===== src/design/ldo_regs_consts.svh =====
// Offsets, reset values and voltage encoding constants for the regulator code bank
`ifndef LDO_REGS_CONSTS_SVH
`define LDO_REGS_CONSTS_SVH

// ****************************************************************
// Register pointers
// ****************************************************************
`define PTR_REG3_CODE     8'h07
`define PTR_REG4_CODE     8'h08
`define PTR_REG5_CODE     8'h09
`define PTR_SILICON_VER   8'h46

// ****************************************************************
// Reset values (fourth and fifth are variant dependent)
// ****************************************************************
`define RST_REG3_CODE     8'h11
`define RST_REG4_CODE     8'h16
`define RST_REG5_CODE     8'h02
`define RST_READ_DATA     8'h00

// ****************************************************************
// Version register fields
// ****************************************************************
`define VER_CODE_LSB      0
`define VER_CODE_MSB      1
`define VER_CODE_DEFAULT  2'h3

// ****************************************************************
// Voltage encoding, millivolts
// ****************************************************************
`define MV_BASE_REG3      16'h0640
`define MV_BASE_LOW       16'h0320
`define MV_STEP           16'h0064
`define TOP_CODE_REG3     8'h11
`define TOP_CODE_LOW      8'h19

`endif


===== src/design/ldo_regs_pkg.sv =====
// Types shared by the regulator code bank
package ldo_regs_pkg;

    // Register access request, one cycle wide
    typedef struct packed {
        logic       wr;
        logic       rd;
        logic [7:0] ptr;
        logic [7:0] wdata;
    } reg_req_t;

    // Read answer
    typedef struct packed {
        logic       valid;
        logic [7:0] data;
    } reg_rsp_t;

endpackage


===== src/design/code_to_mv.sv =====
// Registered conversion of a regulator code to its output voltage in millivolts
`timescale 1ns/1ps
`include "ldo_regs_consts.svh"

module code_to_mv #(
    parameter logic [15:0] BASE_MV = `MV_BASE_LOW
) (
    // Clock
    input  wire logic        clk_sys,
    // Code in, voltage out
    input  wire logic [7:0]  code,
    output logic      [15:0] volt_mv_r
);

    // Base plus one step per code, registered
    always_ff @(posedge clk_sys) begin
        volt_mv_r <= 16'(BASE_MV + 16'({8'h00, code} * `MV_STEP));
    end

endmodule


===== src/design/ldo_voltage_and_version_regs.sv =====
// Regulator output voltage code registers and silicon version register
//
// Overview of operation
// - Third regulator code register, read/write at pointer 0x07, resets to 0x11.
// - Third code is linear: 0x00 gives 1.6V, plus 0.1V per step to 3.3V.
// - Fourth code register at 0x08, 0.8V plus 0.1V steps, variant reset value.
// - Fifth code register at 0x09, same encoding, variant dependent reset value.
// - Read-only version register at 0x46, low two bits give hard-wired variant code.
// - Version bits 7 to 2 are reserved; host must not rely on them.
`timescale 1ns/1ps
`include "ldo_regs_consts.svh"

module ldo_voltage_and_version_regs #(
    parameter logic [7:0] REG4_RESET   = `RST_REG4_CODE,    // 0x16 or 0x19 by variant
    parameter logic [7:0] REG5_RESET   = `RST_REG5_CODE,    // 0x02, 0x14 or 0x16
    parameter logic [1:0] VERSION_CODE = `VER_CODE_DEFAULT  // Arbitrary value
) (
    // Clock and reset
    input  wire logic                     clk_sys,
    input  wire logic                     sys_rst,
    // Register access from the serial interface
    input  wire ldo_regs_pkg::reg_req_t   req,
    output ldo_regs_pkg::reg_rsp_t        rsp_r,
    // Regulator codes
    output logic                [7:0]     third_regulator_code,
    output logic                [7:0]     fourth_regulator_code,
    output logic                [7:0]     fifth_regulator_code,
    // Regulator target voltages in millivolts
    output logic                [15:0]    third_regulator_mv,
    output logic                [15:0]    fourth_regulator_mv,
    output logic                [15:0]    fifth_regulator_mv
);

    // ****************************************************************
    // Code registers
    // ****************************************************************
    localparam logic [2:0][7:0]  PTRS  = {`PTR_REG5_CODE, `PTR_REG4_CODE, `PTR_REG3_CODE};
    localparam logic [2:0][7:0]  RSTS  = {REG5_RESET, REG4_RESET, `RST_REG3_CODE};
    localparam logic [2:0][15:0] BASES = {`MV_BASE_LOW, `MV_BASE_LOW, `MV_BASE_REG3};

    logic [2:0][7:0]  code_r;
    logic [2:0][15:0] mv;

    genvar gi;
    generate
        for (gi = 0; gi < 3; gi++) begin : g_reg
            // Store the written code as is, any value accepted
            always_ff @(posedge clk_sys) begin
                if (sys_rst) begin
                    code_r[gi] <= RSTS[gi];
                end else if (req.wr && req.ptr == PTRS[gi]) begin
                    code_r[gi] <= req.wdata;
                end
            end

            // Code to voltage, linear in 0.1V steps
            code_to_mv #(
                .BASE_MV   (BASES[gi])
            ) u_conv (
                .clk_sys   (clk_sys),
                .code      (code_r[gi]),
                .volt_mv_r (mv[gi])
            );

            // Outside reset, a code moves only when its own pointer is written
            a_code_hold: assert property (@(posedge clk_sys) disable iff (sys_rst)
                !(req.wr && req.ptr == PTRS[gi]) |=> code_r[gi] == $past(code_r[gi]))
                else $error("code changed without a write");
        end
    endgenerate

    assign third_regulator_code  = code_r[0];
    assign fourth_regulator_code = code_r[1];
    assign fifth_regulator_code  = code_r[2];
    assign third_regulator_mv    = mv[0];
    assign fourth_regulator_mv   = mv[1];
    assign fifth_regulator_mv    = mv[2];

    // ****************************************************************
    // Read path
    // ****************************************************************
    // One cycle answer; unmapped pointers read zero, reserved bits read zero
    always_ff @(posedge clk_sys) begin
        if (sys_rst) begin
            rsp_r <= '{valid: 1'b0, data: `RST_READ_DATA};
        end else begin
            rsp_r.valid <= req.rd;
            case (req.ptr)
                `PTR_REG3_CODE:   rsp_r.data <= code_r[0];
                `PTR_REG4_CODE:   rsp_r.data <= code_r[1];
                `PTR_REG5_CODE:   rsp_r.data <= code_r[2];
                `PTR_SILICON_VER: rsp_r.data <= {6'h00, VERSION_CODE};
                default:          rsp_r.data <= `RST_READ_DATA;
            endcase
        end
    end

    // ****************************************************************
    // Checks: reset values
    // ****************************************************************
    // Third code comes out of reset at its fixed value
    a_reg3_reset: assert property (@(posedge clk_sys)
        sys_rst |=> third_regulator_code == `RST_REG3_CODE)
        else $error("third code not at reset value");

    // Fourth code comes out of reset at the variant value
    a_reg4_reset: assert property (@(posedge clk_sys)
        sys_rst |=> fourth_regulator_code == REG4_RESET)
        else $error("fourth code not at reset value");

    // Fifth code comes out of reset at the variant value
    a_reg5_reset: assert property (@(posedge clk_sys)
        sys_rst |=> fifth_regulator_code == REG5_RESET)
        else $error("fifth code not at reset value");

    // Voltages trail the codes by one edge, so two reset edges are needed
    a_reg3_reset_mv: assert property (@(posedge clk_sys)
        sys_rst ##1 sys_rst |=> third_regulator_mv ==
            16'(`MV_BASE_REG3 + 16'({8'h00, `RST_REG3_CODE} * `MV_STEP)))
        else $error("third voltage wrong after reset");

    a_reg5_reset_mv: assert property (@(posedge clk_sys)
        sys_rst ##1 sys_rst |=> fifth_regulator_mv ==
            16'(`MV_BASE_LOW + 16'({8'h00, REG5_RESET} * `MV_STEP)))
        else $error("fifth voltage wrong after reset");

    // ****************************************************************
    // Checks: code to voltage
    // ****************************************************************
    // Each voltage follows the code that stood one edge earlier
    a_reg3_voltage: assert property (@(posedge clk_sys) disable iff (sys_rst)
        !$past(sys_rst) |-> third_regulator_mv ==
            16'(`MV_BASE_REG3 + 16'({8'h00, $past(third_regulator_code)} * `MV_STEP)))
        else $error("third voltage does not follow its code");

    a_reg4_voltage: assert property (@(posedge clk_sys) disable iff (sys_rst)
        !$past(sys_rst) |-> fourth_regulator_mv ==
            16'(`MV_BASE_LOW + 16'({8'h00, $past(fourth_regulator_code)} * `MV_STEP)))
        else $error("fourth voltage does not follow its code");

    a_reg5_voltage: assert property (@(posedge clk_sys) disable iff (sys_rst)
        !$past(sys_rst) |-> fifth_regulator_mv ==
            16'(`MV_BASE_LOW + 16'({8'h00, $past(fifth_regulator_code)} * `MV_STEP)))
        else $error("fifth voltage does not follow its code");

    // ****************************************************************
    // Checks: writes
    // ****************************************************************
    // A written code lands at the taking edge, its voltage one edge later
    a_write_stores: assert property (@(posedge clk_sys) disable iff (sys_rst)
        req.wr && req.ptr == `PTR_REG4_CODE |=>
            fourth_regulator_code == $past(req.wdata) ##1 fourth_regulator_mv ==
            16'(`MV_BASE_LOW + 16'({8'h00, $past(req.wdata, 2)} * `MV_STEP)))
        else $error("fourth code write lost");

    // Third and fifth codes take the written data as is
    a_reg3_write: assert property (@(posedge clk_sys) disable iff (sys_rst)
        req.wr && req.ptr == `PTR_REG3_CODE |=> third_regulator_code == $past(req.wdata))
        else $error("third code write lost");

    a_reg5_write: assert property (@(posedge clk_sys) disable iff (sys_rst)
        req.wr && req.ptr == `PTR_REG5_CODE |=> fifth_regulator_code == $past(req.wdata))
        else $error("fifth code write lost");

    // The version pointer takes no write and disturbs no code
    a_version_readonly: assert property (@(posedge clk_sys) disable iff (sys_rst)
        req.wr && req.ptr == `PTR_SILICON_VER |=>
            third_regulator_code == $past(third_regulator_code) &&
            fourth_regulator_code == $past(fourth_regulator_code) &&
            fifth_regulator_code == $past(fifth_regulator_code))
        else $error("version write changed a code");

    // ****************************************************************
    // Checks: reads
    // ****************************************************************
    // Read answer pulses exactly one cycle after each read strobe
    a_read_valid: assert property (@(posedge clk_sys) disable iff (sys_rst)
        req.rd |=> rsp_r.valid)
        else $error("read answer missing");

    a_valid_idle: assert property (@(posedge clk_sys) disable iff (sys_rst)
        !req.rd |=> !rsp_r.valid)
        else $error("read answer without a read");

    // Read data is the code as it stood at the taking edge
    a_read_reg3: assert property (@(posedge clk_sys) disable iff (sys_rst)
        req.rd && req.ptr == `PTR_REG3_CODE |=>
            rsp_r.data == $past(third_regulator_code))
        else $error("third code read back wrong");

    a_read_reg4: assert property (@(posedge clk_sys) disable iff (sys_rst)
        req.rd && req.ptr == `PTR_REG4_CODE |=>
            rsp_r.data == $past(fourth_regulator_code))
        else $error("fourth code read back wrong");

    a_read_back: assert property (@(posedge clk_sys) disable iff (sys_rst)
        req.rd && req.ptr == `PTR_REG5_CODE |=>
            rsp_r.valid && rsp_r.data == $past(fifth_regulator_code))
        else $error("fifth code read back wrong");

    // Version reads give the wired code and zero reserved bits
    a_version_code: assert property (@(posedge clk_sys) disable iff (sys_rst)
        req.rd && req.ptr == `PTR_SILICON_VER |=>
            rsp_r.data[`VER_CODE_MSB:`VER_CODE_LSB] == VERSION_CODE)
        else $error("version code wrong");

    a_version_reserved: assert property (@(posedge clk_sys) disable iff (sys_rst)
        req.rd && req.ptr == `PTR_SILICON_VER |=> rsp_r.data[7:2] == 6'h00)
        else $error("version reserved bits not zero");

    // ****************************************************************
    // Coverage of the main scenarios
    // ****************************************************************
    c_write_fifth_top: cover property (@(posedge clk_sys) disable iff (sys_rst)
        req.wr && req.ptr == `PTR_REG5_CODE && req.wdata == `TOP_CODE_LOW);
    c_read_version: cover property (@(posedge clk_sys) disable iff (sys_rst)
        req.rd && req.ptr == `PTR_SILICON_VER);
    c_write_then_read: cover property (@(posedge clk_sys) disable iff (sys_rst)
        req.wr && req.ptr == `PTR_REG3_CODE ##[1:2] req.rd && req.ptr == `PTR_REG3_CODE);
    c_read_unmapped: cover property (@(posedge clk_sys) disable iff (sys_rst)
        req.rd && req.ptr == 8'h0a);
    c_mid_reset: cover property (@(posedge clk_sys)
        !sys_rst ##1 sys_rst);

endmodule


===== config.mk =====
export PLATFORM = sky130hd
export DESIGN_NAME = ldo_voltage_and_version_regs
export DESIGN_NICKNAME = d
export VERILOG_FILES = /design/src/design/ldo_regs_pkg.sv /design/src/design/code_to_mv.sv /design/src/design/ldo_voltage_and_version_regs.sv
export VERILOG_INCLUDE_DIRS = /design/src /design/src/design
export SDC_FILE = /design/constraint.sdc
export NUM_CORES = 1
export LEC_CHECK = 0
export ABC_AREA = 1
export BUFFER_PORTS_ARGS = -buffer_cell sky130_fd_sc_hd__buf_2
export CAP_MARGIN = 5
export CORE_UTILIZATION = 33
export CTS_CLUSTER_DIAMETER = 100
export DETAILED_ROUTE_END_ITERATION = 16
export GPL_TIMING_DRIVEN = 0
export PLACE_DENSITY_LB_ADDON = 0.25
export SYNTH_ARGS = -nofsm -noshare
export SYNTH_HDL_FRONTEND = slang
export SYNTH_SLANG_ARGS = --single-unit

===== constraint.sdc =====
create_clock -name clk_sys -period 2.6 [get_ports clk_sys]
set_clock_uncertainty 0.15 [all_clocks]
set_input_delay 0.39 -clock clk_sys [delete_from_list [all_inputs] [get_ports clk_sys]]
set_output_delay 0.39 -clock clk_sys [all_outputs]
set_load 0.005 [all_outputs]

# Yosys cells after proc, flatten, opt, wreduce, memory -nomap -nowiden
# Index checks and enable logic that the tools add are counted.
# Widths: inputs -> output; s select.
word_totals:
  register_bits: 81
  inputBits: 20
  elab_cells: 22
op_classes:
  reduce_logical: 3
  eq_ne: 4
  muxes: 1
  n_addsub: 3
  mul: 3
ops:
  columns: ["operator", "count"]
  rows:
  - ["$mul 8x5->13 const B", 3]
  - ["$add 10x15->16 const A", 2]
  - ["$pmux 8 s4", 1]
  - ["$add 11x15->16 const A", 1]
  - ["$eq 8x4->1 const B", 2]
  - ["$eq 8x3->1 const B", 1]
  - ["$eq 8x7->1 const B", 1]
  - ["$logic_and 1x1->1", 3]

# Longest topological paths before layout
logic_depth:
  word_depth: 2
  ltp_mapped: 18
  ltp_nobuf: 18

# Cells and area by module
# From an unflattened synthesis, not the netlist that was laid out.
hier_totals:
  hier_cells: 677
  area_unflattened_um2: 5382.7
by_module_without_submodules:
  columns: ["module", "seq_area_each_um2", "cells_per_inst", "area_per_inst_um2", "instances"]
  rows:
  - ["code_to_mv at g_reg[1].u_conv ...", 280.3, 162, 1298.7, 2]
  - ["ldo_voltage_and_version_regs", 660.6, 201, 1515.2, 1]
  - ["code_to_mv at g_reg[0].u_conv", 280.3, 152, 1270.0, 1]

# Worst setup path after synthesis
# OpenSTA, ideal clock, no wires.
synth_timing:
  path_kind: "flip-flop to flip-flop"
  from: "register code_r (netlist bit fifth_regulator_code[4])"
  to: "register g_reg[2].u_conv.volt_mv_r[13]"
  slack_ns: -0.234
  setup_ns: 0.112
  t_arrival_ns: 2.572
  stages_incl_launch_ff: 19
  synth_period_minus_slack_ns: 2.834
  n_path_buf: 0
  path_cell_list: "dfxtp_1 ha_1 ha_1 inv_1 fa_1 inv_1 ha_1 nand2_1 nand2_1 inv_1 nand2_1 nand2_1 nand2_1 inv_1 nand2_1 nor2_2 nand2_1 nand2_1 nand2_1"
synth_via:
  elab_chain_cells: 2
synth_lines:
  columns: ["item", "line_no", "text"]
  rows:
  - ["from (decl)", "ldo_voltage_and_version_regs.sv:41", "logic [2:0][7:0] code_r;"]
  - ["from (signal, indexed assignment)", "ldo_voltage_and_version_regs.sv:50", "code_r[gi] <= RSTS[gi];"]
  - ["from (signal, indexed assignment)", "ldo_voltage_and_version_regs.sv:52", "code_r[gi] <= req.wdata;"]
  - ["$mul 8x5->13 (no line)", null, null]
  - ["$add 10x15->16", "code_to_mv.sv:17", "volt_mv_r <= 16'(BASE_MV + 16'({8'h00, code} * `MV_STEP));"]
  - ["to (signal assigned)", "code_to_mv.sv:17", null]
  - ["to (decl)", "code_to_mv.sv:12", "output logic [15:0] volt_mv_r"]
# No other way between the ends.
# A chain may end at the register's enable or synchronous reset.

# Worst setup path after layout
layout_timing:
  from: "register code_r (netlist bit fourth_regulator_code[3])"
  to: "register g_reg[1].u_conv.volt_mv_r[14]"
layout_via:
  elab_chain_cells: 2
layout_lines:
  columns: ["item", "line_no"]
  rows:
  - ["$mul 8x5->13 (no line)", null]
  - ["$add 10x15->16", "code_to_mv.sv:17"]
  - ["to (signal assigned)", "code_to_mv.sv:17"]
  - ["to (decl)", "code_to_mv.sv:12"]
# No other way between the ends.

==> results by group <==
Global routing
  • Met1 GRT Util: 0.2115
  • Maximum number of pins on one net before global-route repair: 13
  • Busiest grt layer: met2
  • GR Layer Usage met3: 0.03059
  • Vias in the first global route: 4220
  • GR Layer Usage met2: 0.2584
  • Initial antenna violation count: 0
  • Global-route wire length before repair: 20070 um
  • Global-route usage over all layers: 0.1618
  • Total congestion overflow: 0

Status
  • Outcome: finished, violations left
  • Failing checks: negative setup slack

Layout
  • Post-route design area: 7047 um^2
  • Layout net count: 924
  • Share of cells above drive strength 1: 0.3810
  • Layout fillers: 1467
  • Antenna diode count: 0
  • Final core occ: 0.4776
  • Commonest non-fill, non-tap cell in the layout: nand2_1
  • Area Growth Syn to Fin: 38.79%
  • Most frequent cells in the layout: nand2_1 (145), buf_2 (94), inv_1 (90)

Yosys
  • Mapped cell area: 5077 um^2
  • Number of flops mapped to enable cells by yosys: 0
  • Most used DFF post-synth: dfxtp_1
  • #FFs+latches synth: 75
  • Share of the yosys chip area belonging to registers: 0.2957
  • Unique cell type count in the Yosys netlist: 33
  • Synthesized area per cell: 7.567 um^2
  • Synth warn: 0
  • Ys async rst share: 0
  • Post-Syn Instances: 671

Clock tree
  • Clk_lat worst skew: 0.35 ns
  • Htree depth: 3
  • Clock Tree Buf Depth: 2
  • Clk root buf: clkbuf_16
  • Hold-fix buffers, CTS: 0
  • CTS tree: done
  • Cts bufs inserted: 9
  • Worst-path clk slew: 0.06 ns
  • Sink Count: 75

STA
  • Final worst-path cycle share: 1.060
  • Fin. max-slew vios: 0
  • Final setup fails: 15
  • Setup ws final: -0.1568 ns
  • Final hold violations: 0
  • Unrepaired setup endpoints after global routing: true
  • Rel. slew slack: 0.6406
  • Fin crit period: 2.757 ns
  • Least-Margin Pin Slew: 0.5391 ns
  • Fmax: 362.7 MHz

Route
  • Routed length per placed instance: 12.35 um
  • Vias: 4571
  • Final wirelength: 12290 um
  • Pre-antenna DRT Iters: 6
  • Drc violations: 0
  • DRT antenna net count: 0
  • Initial DRC Count: 167
  • Vias per inst: 4.594

Power
  • Power, Total: 2411 uW
  • Peak supply drop: 0.3088 mV
  • Leak: 0.003745 uW
  • Total power per unit cell area: 342.1 nW/um^2

Setup path
  • Crit Path Category: reg2reg
  • WP data required: 2.69 ns
  • Worst r2r path cells: 17
  • Worst-path fanout max: 5
  • CP endpoint kind: flop
  • R2R setup slack: -0.16 ns
  • Startpoint Class: flop
  • Arr. time, crit path: 2.85 ns

Min path
  • Worst min path class: in2reg
  • Hold Path Cell Cnt: 3

Run
  • Number of max-cap violations: 0

Placement
  • RePlAce Congestion: 0.8447
  • Number of port buffers: 94
  • Placed cell area: 6111 um^2
  • DP Worst Slack: -0.3281 ns
  • Dpl hpwl: 9466 um

Die
  • Standard-cell row count: 44
  • Die height: 126.0 um
  • Die Area: 15890 um^2
  • Die W: 126.0 um
  • Starting Density: 0.3441
  • I/O Pins: 101
  • Total core area: 14750 um^2
[flip-flops by register name (all words and copies together), names as in the netlist]
register,flops
rsp_r,9
g.u_conv.volt_mv_r,42
third_regulator_code,8
fifth_regulator_code,8
fourth_regulator_code,8
[where the power goes]
group | internal, uW | switching [uW]
Sequential | 1140 | 2.84
Clock | 661 | 493
Combinational | 47.4 | 66.7
[layout make-up]
type	count	area, um^2	area share
Tap cell	184	230.2	0.03267
Multi-Input combinational cell	478	3804	0.5398
Clock buffer	10	239.0	0.03391
Buffer	11	78.83	0.01119
Inverter	112	420.4	0.05966
Clock inverter	5	28.78	0.004084
Sequential cell	75	1573	0.2232
Timing Repair Buffer	120	673.1	0.09553
[path summary, 6_finish.rpt]
kind | start | to
max reg2reg | fourth_regulator_code[3] | g_reg[1].u_conv.volt_mv_r[14]
max | fourth_regulator_code[3] | g_reg[1].u_conv.volt_mv_r[14]
min | req[16] | rsp_r[8]
min reg2reg | fifth_regulator_code[0] | g_reg[2].u_conv.volt_mv_r[2]
[routing by layer]
metal / part of all wire / up-vias
li1: - / 2407
met1: 0.48 / 2075
met2: 0.46 / 77
met3: 0.042 / 12
met4: 0.018 / 0
met5: 0 / -
[stage by stage]
stage	TNS [ns]	instances	hold WS, ns
after floorplan	-0.1386	676	0.2373
after global placement	-3.192	954	0.2582
after detailed placement	-3.187	954	0.2570
after CTS	-1.562	994	0.08696
after global routing	-3.563	995	0.1016
final	-1.331	995	0.09417
[synth_stat cells (2+ instances only)]
cell type  instances  area (um^2)
xnor2_1            8        70.07
buf_4              7        52.55
xor2_1             7        61.31
o21ai_1            3        15.01
o211ai_1           2        15.01
nand3b_1           4        30.03
o21a_1             3        22.52
a21oi_1           26        130.1
nand3_4            2        35.03
o21ai_0           12        60.06
nor2_1            46        172.7
inv_2              6        22.52
nor2_8             2        40.04
nand4_1           12        75.07
clkbuf_1           3        11.26
inv_1            106        397.9
fa_1               9        180.2
ha_1              88         1101
nand2_1          189        709.4
nand3_1           43        215.2
dfxtp_1           75         1501
nor2_2             7        43.79
[cell families after synthesis]
| family | after synthesis | share of synthesized area |
|---|---|---|
| and+or+nand+nor | 309 | 0.2706 |
| buffers and inverters | 123 | 0.09758 |
| other | 1 | 0.0007386 |
| xor gates and xnor gates | 16 | 0.02908 |
| DFF | 75 | 0.2957 |
| adders and majority gates | 97 | 0.2523 |
| AOI/OAI and AO/OA | 50 | 0.05397 |
[critical path, stage by stage, from the launching register on]
cell and delay (ns):
dfxtp_4 0.37, ha_4 0.25, ha_4 0.26, inv_2 0.03, fa_1 0.49, inv_2 0.05, ha_4 0.29, nand2_2 0.05
inv_2 0.06, nand2_2 0.05, nand3b_1 0.10, nand2_2 0.07, inv_2 0.08, nand2_2 0.06, nor2_4 0.13, nand2_1 0.06
nand2_1 0.05, nand2_1 0.04
[timing repair]
action / 4_1_cts / 5_1_grt
buffers inserted: 25 / 2
resized for setup: 87 / 36
hold endpoints to repair: 0 / 0
endpoints found under the setup margin: 16 / 19
pin swaps: 47 / 25
(Power assumes the default switching activity.)
